[config.mk]
export PLATFORM = sky130hd
export DESIGN_NAME = wtr_regs
export DESIGN_NICKNAME = d
export VERILOG_FILES = /design/src/core/wtr_pkg.sv /design/src/core/wtr_regs.sv
export SDC_FILE = /design/constraint.sdc
export NUM_CORES = 1
export LEC_CHECK = 0
export BUFFER_PORTS_ARGS = -buffer_cell sky130_fd_sc_hd__buf_2
export CELL_PAD_IN_SITES_DETAIL_PLACEMENT = 1
export CELL_PAD_IN_SITES_GLOBAL_PLACEMENT = 1
export CORE_MARGIN = 4
export CORE_UTILIZATION = 35
export DETAILED_ROUTE_END_ITERATION = 6
export PLACE_DENSITY = 0.75
export SLEW_MARGIN = 20
export SYNTH_ARGS = -nofsm -noshare
export SYNTH_HDL_FRONTEND = slang
export SYNTH_SLANG_ARGS = --single-unit
export TNS_END_PERCENT = 10
[constraint.sdc]
create_clock -name pclk -period 2.8 [get_ports pclk]
set_clock_uncertainty 0.2 [all_clocks]
set_input_delay 0.14 -clock pclk [delete_from_list [all_inputs] [get_ports pclk]]
set_output_delay 0.14 -clock pclk [all_outputs]
set_load 0.02 [all_outputs]
[src/core/wtr_pkg.sv]
// Package of register offsets, field positions and constants for the time-code readout block.
package wtr_pkg;

    // ==========================================================
    // Register indices (printed offsets are not all multiples of four).
    localparam logic [7:0] IDX_CFG2       = 8'h28;
    localparam logic [7:0] IDX_STATUS     = 8'h29;
    localparam logic [7:0] IDX_FREQ_HIGH  = 8'h2A;
    localparam logic [7:0] IDX_FREQ_LOW   = 8'h2B;
    localparam logic [7:0] IDX_TC_UPPER   = 8'h2C;
    localparam logic [7:0] IDX_TC_LAST    = 8'h2D;
    localparam logic [7:0] IDX_PEAK       = 8'h2E;
    localparam logic [7:0] IDX_CRC_ERR    = 8'h38;
    localparam logic [7:0] IDX_IRQ_STATUS = 8'h40;
    localparam logic [7:0] IDX_IRQ_MASK   = 8'h41;

    // ==========================================================
    // Status register field positions.
    localparam int ST_READY      = 7;
    localparam int ST_BUSY       = 6;
    localparam int ST_CRC_GOOD   = 5;
    localparam int ST_INCOMPLETE = 4;
    localparam int ST_SYNC_ERR   = 1;
    localparam int ST_INTERP     = 0;

    // ==========================================================
    // Configuration 2 field positions.
    localparam int CFG_LP_LSB = 3;
    localparam int CFG_HP_LSB = 0;
    localparam int CODE_W     = 3;

    // ==========================================================
    // Interrupt event bits.
    localparam int IRQ_READY      = 0;
    localparam int IRQ_SYNC_ERR   = 1;
    localparam int IRQ_INTERP     = 2;
    localparam int IRQ_INCOMPLETE = 3;
    localparam int IRQ_CRC_FAIL   = 4;
    localparam int IRQ_W          = 5;

    // ==========================================================
    // Reset values and limits.
    localparam logic [7:0]  CFG2_RESET   = 8'h00;
    localparam logic [15:0] FREQ_RESET   = 16'h0000;
    localparam logic [7:0]  CRC_ERR_MAX  = 8'hFF;
    localparam logic [31:0] UNMAPPED_VAL = 32'h0000_0000;

    // Bandwidth selected by each code at the reference system clock, in Hz.
    localparam int unsigned REF_SYSCLK_HZ = 4260000;
    localparam int unsigned BW_HZ [8] = '{43000, 21500, 10700, 5400, 2700, 1350, 670, 350};

    // Byte position in the time-code read sequence.
    typedef enum logic [1:0] {WTR_SEQ_IDLE, WTR_SEQ_MID, WTR_SEQ_LAST} wtr_seq_t;

endpackage : wtr_pkg

[src/core/wtr_regs.sv]
// Register bank of the wobble time-code readout, reached over APB.
`timescale 1ns/1ps

// Functional notes
// - Bandwidth codes 0..7 select 43 kHz halving down to 350 Hz.
// - Status bit 7 shows a time-code word is ready; interrupt source.
// - Status bit 6 is busy while a word read is in progress.
// - Status bit 5 shows CRC pass of current word; bit 4 flags an incomplete read; bits 3..2 reserved.
// - Status bit 1 flags sync out of phase; resync on next in-phase sync.
// - Status bit 0 flags a flywheel interpolated sync.
// - PLL frequency is read/write as high byte 2AH, low byte 2BH.
// - Consecutive data reads return bits 23..16 then bits 15..8.
// - Data-end register returns bits 7..0 of the word.
// - Read-only register holds the recovered bit signal peak value.
// - Unbuffered counter increments for every word failing CRC.
// - Error counter saturates at 255 and clears when read.
// - Config 2 holds low-pass code bits 5..3, high-pass bits 2..0.
module wtr_regs #(
    parameter int ADDR_W = 12
) (
    // Clock and reset
    input  wire logic                           pclk,
    input  wire logic                           presetn,
    // APB slave
    input  wire logic                           psel,
    input  wire logic                           penable,
    input  wire logic                           pwrite,
    input  wire logic [ADDR_W-1:0]              paddr,
    input  wire logic [31:0]                    pwdata,
    input  wire logic [3:0]                     pstrb,
    output logic      [31:0]                    prdata,
    output logic                                pready,
    output logic                                pslverr,
    // Wobble processor side
    input  wire logic                           word_valid,
    input  wire logic [23:0]                    word_data,
    input  wire logic                           word_crc_good,
    input  wire logic                           sync_detected,
    input  wire logic                           sync_in_phase,
    input  wire logic                           sync_interp,
    input  wire logic                           freq_update,
    input  wire logic [15:0]                    freq_in,
    input  wire logic [7:0]                     peak_in,
    output logic      [wtr_pkg::CODE_W-1:0]     pll_lowpass_bw_code,
    output logic      [wtr_pkg::CODE_W-1:0]     pll_highpass_bw_code,
    output logic      [15:0]                    wobble_pll_frequency,
    output logic                                freq_load,
    output logic                                resync_req,
    // Interrupt
    output logic                                irq
);
    import wtr_pkg::*;

    // The map needs index bits 9..2 plus at least one upper bit checked for zero.
    if (ADDR_W < 11) begin : g_addr_w_check
        $error("ADDR_W too small for the register map");
    end

    // ==========================================================
    // State.
    typedef struct packed {
        logic [7:0]        cfg2;
        logic [15:0]       freq;
        logic              freq_load;
        logic [23:0]       word;
        logic              ready;
        logic              crc_good;
        logic              incomplete;
        logic              sync_err;
        logic              interp;
        logic              resync;
        wtr_seq_t          seq;
        logic [7:0]        peak;
        logic [7:0]        crc_err;
        logic [IRQ_W-1:0]  irq_status;
        logic [IRQ_W-1:0]  irq_mask;
        logic [31:0]       rdata;
        logic              ack;
    } wtr_state_t;

    wtr_state_t state_ff;
    wtr_state_t nxt_state;

    logic             access;
    logic             wr;
    logic             rd;
    logic [7:0]       idx;
    logic             word_aligned;
    logic             mapped;
    logic [7:0]       status_byte;
    logic [IRQ_W-1:0] events;

    assign access       = psel && penable;
    assign word_aligned = (paddr[1:0] == 2'b00) && (paddr[ADDR_W-1:10] == '0);
    assign idx          = paddr[9:2];
    // Reads act in the first access cycle so that prdata is a flop when pready rises.
    assign wr           = access && pwrite && word_aligned && state_ff.ack;
    assign rd           = access && !pwrite && word_aligned && !state_ff.ack;

    always_comb begin
        unique case (idx)
            IDX_CFG2, IDX_STATUS, IDX_FREQ_HIGH, IDX_FREQ_LOW, IDX_TC_UPPER,
            IDX_TC_LAST, IDX_PEAK, IDX_CRC_ERR, IDX_IRQ_STATUS, IDX_IRQ_MASK: begin
                mapped = word_aligned;
            end
            default: begin
                mapped = 1'b0;
            end
        endcase
    end

    always_comb begin
        status_byte                = 8'h00;
        status_byte[ST_READY]      = state_ff.ready;
        status_byte[ST_BUSY]       = (state_ff.seq != WTR_SEQ_IDLE);
        status_byte[ST_CRC_GOOD]   = state_ff.crc_good;
        status_byte[ST_INCOMPLETE] = state_ff.incomplete;
        status_byte[ST_SYNC_ERR]   = state_ff.sync_err;
        status_byte[ST_INTERP]     = state_ff.interp;
    end

    // ==========================================================
    // Next-state logic.
    always_comb begin
        nxt_state           = state_ff;
        nxt_state.freq_load = 1'b0;
        nxt_state.resync    = 1'b0;
        nxt_state.ack       = access && !state_ff.ack;
        events              = '0;
        nxt_state.peak      = peak_in;

        if (freq_update) begin
            nxt_state.freq = freq_in;
        end

        if (sync_interp) begin
            nxt_state.interp   = 1'b1;
            events[IRQ_INTERP] = 1'b1;
        end else if (sync_detected) begin
            nxt_state.interp = 1'b0;
        end

        if (sync_detected && !sync_in_phase) begin
            if (!state_ff.sync_err) begin
                events[IRQ_SYNC_ERR] = 1'b1;
            end
            nxt_state.sync_err = 1'b1;
        end else if (sync_detected && state_ff.sync_err) begin
            nxt_state.resync   = 1'b1;
            nxt_state.sync_err = 1'b0;
        end

        // Register reads and their side effects.
        if (rd) begin
            unique case (idx)
                IDX_CFG2: begin
                    nxt_state.rdata = {24'h0, state_ff.cfg2};
                end
                IDX_STATUS: begin
                    nxt_state.rdata = {24'h0, status_byte};
                end
                IDX_FREQ_HIGH: begin
                    nxt_state.rdata = {24'h0, state_ff.freq[15:8]};
                end
                IDX_FREQ_LOW: begin
                    nxt_state.rdata = {24'h0, state_ff.freq[7:0]};
                end
                IDX_TC_UPPER: begin
                    if (state_ff.seq == WTR_SEQ_IDLE) begin
                        nxt_state.rdata = {24'h0, state_ff.word[23:16]};
                        nxt_state.seq   = WTR_SEQ_MID;
                    end else begin
                        nxt_state.rdata = {24'h0, state_ff.word[15:8]};
                        nxt_state.seq   = WTR_SEQ_LAST;
                    end
                end
                IDX_TC_LAST: begin
                    nxt_state.rdata = {24'h0, state_ff.word[7:0]};
                    if (state_ff.seq != WTR_SEQ_LAST) begin
                        nxt_state.incomplete   = 1'b1;
                        events[IRQ_INCOMPLETE] = 1'b1;
                    end else begin
                        nxt_state.incomplete = 1'b0;
                    end
                    nxt_state.seq   = WTR_SEQ_IDLE;
                    nxt_state.ready = 1'b0;
                end
                IDX_PEAK: begin
                    nxt_state.rdata = {24'h0, state_ff.peak};
                end
                IDX_CRC_ERR: begin
                    nxt_state.rdata   = {24'h0, state_ff.crc_err};
                    nxt_state.crc_err = 8'h00;
                end
                IDX_IRQ_STATUS: begin
                    nxt_state.rdata = {{(32-IRQ_W){1'b0}}, state_ff.irq_status};
                end
                IDX_IRQ_MASK: begin
                    nxt_state.rdata = {{(32-IRQ_W){1'b0}}, state_ff.irq_mask};
                end
                default: begin
                    nxt_state.rdata = UNMAPPED_VAL;
                end
            endcase
        end else if (access && !state_ff.ack) begin
            nxt_state.rdata = UNMAPPED_VAL;
        end

        // Register writes, honoring byte lane 0 strobe.
        if (wr && pstrb[0]) begin
            unique case (idx)
                IDX_CFG2: begin
                    nxt_state.cfg2 = {2'b00, pwdata[5:0]};
                end
                IDX_FREQ_HIGH: begin
                    nxt_state.freq[15:8] = pwdata[7:0];
                    nxt_state.freq_load  = 1'b1;
                end
                IDX_FREQ_LOW: begin
                    nxt_state.freq[7:0] = pwdata[7:0];
                    nxt_state.freq_load = 1'b1;
                end
                IDX_IRQ_STATUS: begin
                    nxt_state.irq_status = state_ff.irq_status & ~pwdata[IRQ_W-1:0];
                end
                IDX_IRQ_MASK: begin
                    nxt_state.irq_mask = pwdata[IRQ_W-1:0];
                end
                default: begin
                end
            endcase
        end

        // New word capture; wins over an end read in the same cycle.
        if (word_valid) begin
            nxt_state.word     = word_data;
            nxt_state.crc_good = word_crc_good;
            nxt_state.ready    = 1'b1;
            events[IRQ_READY]  = 1'b1;
            if (state_ff.seq != WTR_SEQ_IDLE) begin
                nxt_state.incomplete   = 1'b1;
                events[IRQ_INCOMPLETE] = 1'b1;
                nxt_state.seq          = WTR_SEQ_IDLE;
            end
            if (!word_crc_good) begin
                events[IRQ_CRC_FAIL] = 1'b1;
                if (state_ff.crc_err != CRC_ERR_MAX) begin
                    nxt_state.crc_err = (rd && idx == IDX_CRC_ERR) ? 8'h01
                                                                   : state_ff.crc_err + 8'h01;
                end else if (rd && idx == IDX_CRC_ERR) begin
                    nxt_state.crc_err = 8'h01;
                end
            end
        end

        // Sticky events; a set wins over a write-one clear.
        nxt_state.irq_status = nxt_state.irq_status | events;
    end

    always_ff @(posedge pclk or negedge presetn) begin
        if (!presetn) begin
            state_ff <= '{cfg2: CFG2_RESET, freq: FREQ_RESET, seq: WTR_SEQ_IDLE, default: '0};
        end else begin
            state_ff <= nxt_state;
        end
    end

    // ==========================================================
    // Outputs.
    assign prdata               = state_ff.rdata;
    assign pready               = state_ff.ack;
    assign pslverr              = access && !mapped;
    assign pll_lowpass_bw_code  = state_ff.cfg2[CFG_LP_LSB +: CODE_W];
    assign pll_highpass_bw_code = state_ff.cfg2[CFG_HP_LSB +: CODE_W];
    assign wobble_pll_frequency = state_ff.freq;
    assign freq_load            = state_ff.freq_load;
    assign resync_req           = state_ff.resync;
    assign irq                  = |(state_ff.irq_status & state_ff.irq_mask);

endmodule : wtr_regs

======== Word-level counts from Yosys, hierarchy flattened ========
Index checks and enable logic that the tools add are counted.
cells by class
  $add $sub $neg .......................... 1
  equality and inequality tests ........... 12
  muxes and demuxes ....................... 47
  bitwise logic cells ..................... 4
  reduce and logical (&&, ||, !) cells .... 33
operator list
  operator                                              count
  two-way mux 8 bit                                     10
  one-hot mux 8 bit (10 select lines)                   1
  equality test 8 x 6 -> 1 bit (second input constant)  8
  two-way mux 32 bit                                    2
  two-way mux 1 bit                                     22
  two-way mux 17 bit                                    1
  equality test 8 x 7 -> 1 bit (second input constant)  2
  two-way mux 16 bit                                    1
  logical AND 1 bit                                     14
  nonzero test 2 bit                                    6
  AND 5 bit                                             2
  two-way mux 10 bit                                    1
  two-way mux 2 bit                                     5
  two-way mux 5 bit                                     2
  OR reduction 10 bit                                   1
  adder 8 x 1 -> 8 bit (second input constant)          1
  != test 8 bit (second input constant)                 1
  zero test 2 bit                                       3
  AND reduction 2 bit                                   3
  NOT 5 bit                                             1
  bitwise OR 5 bit                                      1
  OR reduction 5 bit                                    1
  zero test 1 bit                                       4
  one-hot mux 2 bit (2 select lines)                    1
  3 further kinds                                       3
word-level totals
  flip-flop bits (word level) ............. 114
  input bits .............................. 107
  output and inout bits ................... 59
  word-level logic and storage cells ...... 114

======== Logic depth before layout (Yosys ltp) ========
  word-level depth ........................ 9
  mapped depth ............................ 7
  gate-level depth less buffers ........... 6

======== Worst setup path after synthesis ========
No wires, ideal clock.
  path type ............................... input -> register
  from .................................... input port paddr[1]
  to ...................................... register state_ff, in the netlist pll_highpass_bw_code[0]
  library setup time ...................... 125 ps
  arrival ................................. 1833 ps
  required time ........................... 2475 ps
  setup slack ............................. 642 ps
  stages .................................. 5
  buffers on the path ..................... 1
  cells stage by stage .................... or4_4 > or3_1 > buf_6 > nor3_4 > mux2_2
between the ends
  cells in the longest elaborated chain, start to end .. 6
RTL lines
  what                                  RTL line         source
  from (decl)                           wtr_regs.sv:28   input wire logic [ADDR_W-1:0] paddr,
  zero test 2 bit                       wtr_regs.sv:94   assign word_aligned = (paddr[1:0] == 2'b00) && (paddr[ADDR_W-1:10] == '0);
  logical AND 1 bit                     wtr_regs.sv:94
  logical AND 1 bit (2 in a row)        wtr_regs.sv:97   assign wr = access && pwrite && word_aligned && state_ff.ack;
  logical AND 1 bit                     wtr_regs.sv:210  if (wr && pstrb[0]) begin
  AND reduction 2 bit (no source line)  -
  to (signal assigned)                  wtr_regs.sv:264  state_ff <= nxt_state;
  to (decl)                             wtr_regs.sv:81   wtr_state_t state_ff;
Every way passes these cells.
A chain may end at the register's enable or synchronous reset.

==> flow_summary.toml <==
[die]
pin_count = 166
die_w_um = 126
die-area_um2 = 16000
coreArea_um2 = 13500
start_util_pct = 36.4
die-height_um = 126
fp-row-count = 42

[timing]
fin_crit_ns = 2.62
fmax_mhz = 381
rsz0062_at_grt = "no"
relSlewSlack_pct = 55.1
worst_pin_slew_ns = 0.673
setup_viol = 0
hold_viol = 0
period_share_pct = 93.6
slew_violations = 0
final.setup.tns_ns = 0

[finish]
drive_above_1_share_pct = 30.8
area_growth_pct = 28.2
n_fill_cell = 1535
final_nets = 726
post-route-cell-area_um2 = 6280
register_area_um2 = 2250
multi_input_area_um2 = 2200
stdcell_count = 800
final_common_cell = "buf_2"
mostFrequentLayoutCells = "113 x buf_2, 90 x dfrtp_1, 63 x dlygate4sd3_1, 43 x mux2_2, 38 x nand2_1"

[clocking]
cts_setup_buffers = 0
cts_sinks = 90
clk_latency_ns = 0.35
cts_buffers = 9
clk_pin_slew_worst_paths_ns = 0.06
cts_resized = 0
cts_root_buf = "clkbuf_16"
clock_path_buffers = 2
hold_buffers = 63
cts_htree_levels = 3
cts_tree = "yes"

[critical_path]
required_ns = 2.83
critPathTopFamily = "simple AND/OR/NAND/NOR gates"
slowest_delay_ns = 0.63
reg2reg_to = "wobble_pll_frequency[3]"
cp-end-kind = "flip-flop"
r2r_cells = 6
r2r_setup_slack_ns = 0.25
critPathMaxFanout = 16
critical_path_class = "in2reg"
path_buf_inv = 3
cp_cell_sequence = "buf_2 -> or4_4 -> or3_1 -> nor3_4 -> buf_4 -> o21ai_0 -> dlygate4sd3_1"
crit-reg2reg-launch = "pready"
arrival_ns = 2.65
start_kind = "primary input"
slowest_stage = "or3_1"

[yosys]
synth_top_area_share_pct = 46.0
synth-edff-count = 0
ys_seq_area_share_pct = 46.0
synthCells = 471
yosysWarnings = 0
synth_area_leaders = "dfrtp_1 46%, mux2_2 9.9%, buf_4 8.4%"
synthFlopType = "dfrtp_1"
synth_top_area_cell = "dfrtp_1"
yosys.cell_types.count = 60
syn_area_um2 = 4900
ys_ff_latch = 90
synthArstFlopShare_pct = 100
avgSynthCellArea_um2 = 10.4

[drt]
drc = 0
avgViaCountPerCell = 5.14
ant_nets = 0
num_vias = 4112
drtPass1Iterations = 4
drtIter0Drc = 244
drt-total-wl_um = 16000
post_drt_wl_per_cell_um = 20.0

[pwr]
p_comb_share_pct = 17.9
p_clk_share_pct = 35.1
leakage_nw = 2.93
p_sw_mw = 0.911
p_total_mw = 3.20
vdd_ir_drop_max_mv = 0.278
p_seq_share_pct = 47.0
p_per_area_nw_per_um2 = 509
p_sw_share_pct = 28.4
p_int_mw = 2.29

[global_route]
grt_max_degree = 50
grt_pass1_vias = 4471
antenna_found_initial = 1
grt_usage_pct = 20.2
grt_pass1_wl_um = 25100
grt_overflow = 0

[worst_hold_path]
hp-start = "psel"
holdPathStages = 4
hold_class = "in2reg"
min_to = "pready"

[placement]
port_buffers = 114
place_area_um2 = 5390
dp.cells = 720
gp_congestion = 0.901
dp_hpwl_um = 11200

[run_status]
outcome = "finished, final reports clean"

[job]
cap_violations = 0
==> synth_stat cells, drive strengths merged (2+ instances only) <==
| cell type | number |
|---|---|
| nand3b | 2 |
| o21ai | 25 |
| a211oi | 4 |
| nand2b | 4 |
| nor3 | 18 |
| nor2b | 6 |
| a22oi | 2 |
| nor2 | 30 |
| a32oi | 2 |
| inv | 6 |
| a21o | 6 |
| a221oi | 9 |
| a21oi | 20 |
| and3 | 3 |
| o2bb2ai | 3 |
| nor4 | 3 |
| a22o | 3 |
| nand4 | 2 |
| nand2 | 38 |
| or3 | 4 |
| nand3 | 10 |
| dfrtp | 90 |
| clkbuf | 17 |
| xnor2 | 3 |
| mux2 | 43 |
| o31ai | 2 |
| buf | 60 |
| mux2i | 32 |
==> per-stage QoR <==
| step | setup slack [ns] | utilization [%] | hold slack, ns |
|---|---|---|---|
| 6_report | 0.178 | 46.7 | 0.0320 |
| 5_1_grt | 0.0995 | 46.7 | 0.0587 |
| 4_1_cts | 0.217 | 46.7 | 0.0227 |
| 3_5_place_dp | 0.225 | 40.0 | 0.0122 |
| 3_3_place_gp | 0.266 | 40.0 | -0.00219 |
| 2_1_floorplan | 0.642 | - | -0.356 |
==> area by class of cell <==
class / instances / share of cell area, %
Tap cell: 176 / 3.50
Inverter: 7 / 0.418
Multi-Input combinational cell: 320 / 35.1
Antenna cell: 1 / 0.0398
Sequential cell: 90 / 35.8
Clock buffer: 13 / 3.98
Clock inverter: 3 / 0.239
Timing Repair Buffer: 190 / 20.9
==> worst min-delay path: stages <==
cell,delay (ns)
buf_2,0.09
nand3b_1,0.07
buf_4,0.18
inv_1,0.06
==> how the worst max path moves through the flow <==
| stage | to | cells past startpoint | slack [ns] | from |
|---|---|---|---|---|
| 6_report | wobble_pll_frequency[3] | 7 | 0.18 | paddr[1] |
| 5_1_grt | wobble_pll_frequency[3] | 8 | 0.1 | paddr[1] |
| 4_1_cts | wobble_pll_frequency[6] | 7 | 0.22 | paddr[1] |
| 3_5_place_dp | pll_lowpass_bw_code[1] | 5 | 0.23 | paddr[1] |
| 3_3_place_gp | pll_highpass_bw_code[0] | 5 | 0.27 | paddr[1] |
| 2_1_floorplan | pll_highpass_bw_code[0] | 5 | 0.64 | paddr[1] |
==> logic make-up after synthesis <==
| group | synth area share [%] |
|---|---|
| AO/OA/AOI/OAI | 12.1 |
| XOR/XNOR | 0.536 |
| adder cells (fa/ha/maj) | 0.255 |
| buffers and inverters | 10.9 |
| flip-flops | 46.0 |
| multiplexers | 16.4 |
| other | 0.0765 |
| AND/OR/NAND/NOR | 13.9 |
==> state kept, by name (all words and copies together) (netlist names) <==
register / flops
prdata: 8
pll_lowpass_bw_code: 3
pll_highpass_bw_code: 3
pready: 1
freq_load: 1
resync_req: 1
wobble_pll_frequency: 16
state_ff: 57
==> power by group through the flow <==
stage / Clock [mW] / Sequential (mW) / Combinational, mW
floorplan: 0 / 1.49 / 0.353
global placement: 0 / 1.52 / 0.477
detailed placement: 0 / 1.53 / 0.492
CTS: 1.15 / 1.50 / 0.570
global route: 1.21 / 1.52 / 0.625
finish: 1.12 / 1.50 / 0.574
==> routing by layer <==
| layer | wire length (um) | part of all wire, % | up-vias | global-route usage (%) |
|---|---|---|---|---|
| li1 | - | - | 1913 | - |
| met1 | 6630 | 42 | 2055 | 25.5 |
| met2 | 8210 | 51 | 119 | 34.8 |
| met3 | 805 | 5.0 | 25 | 3.83 |
| met4 | 332 | 2.1 | 0 | 6.88 |
| met5 | 0 | 0 | - | 0 |
Power figures use the tool's default switching activity.
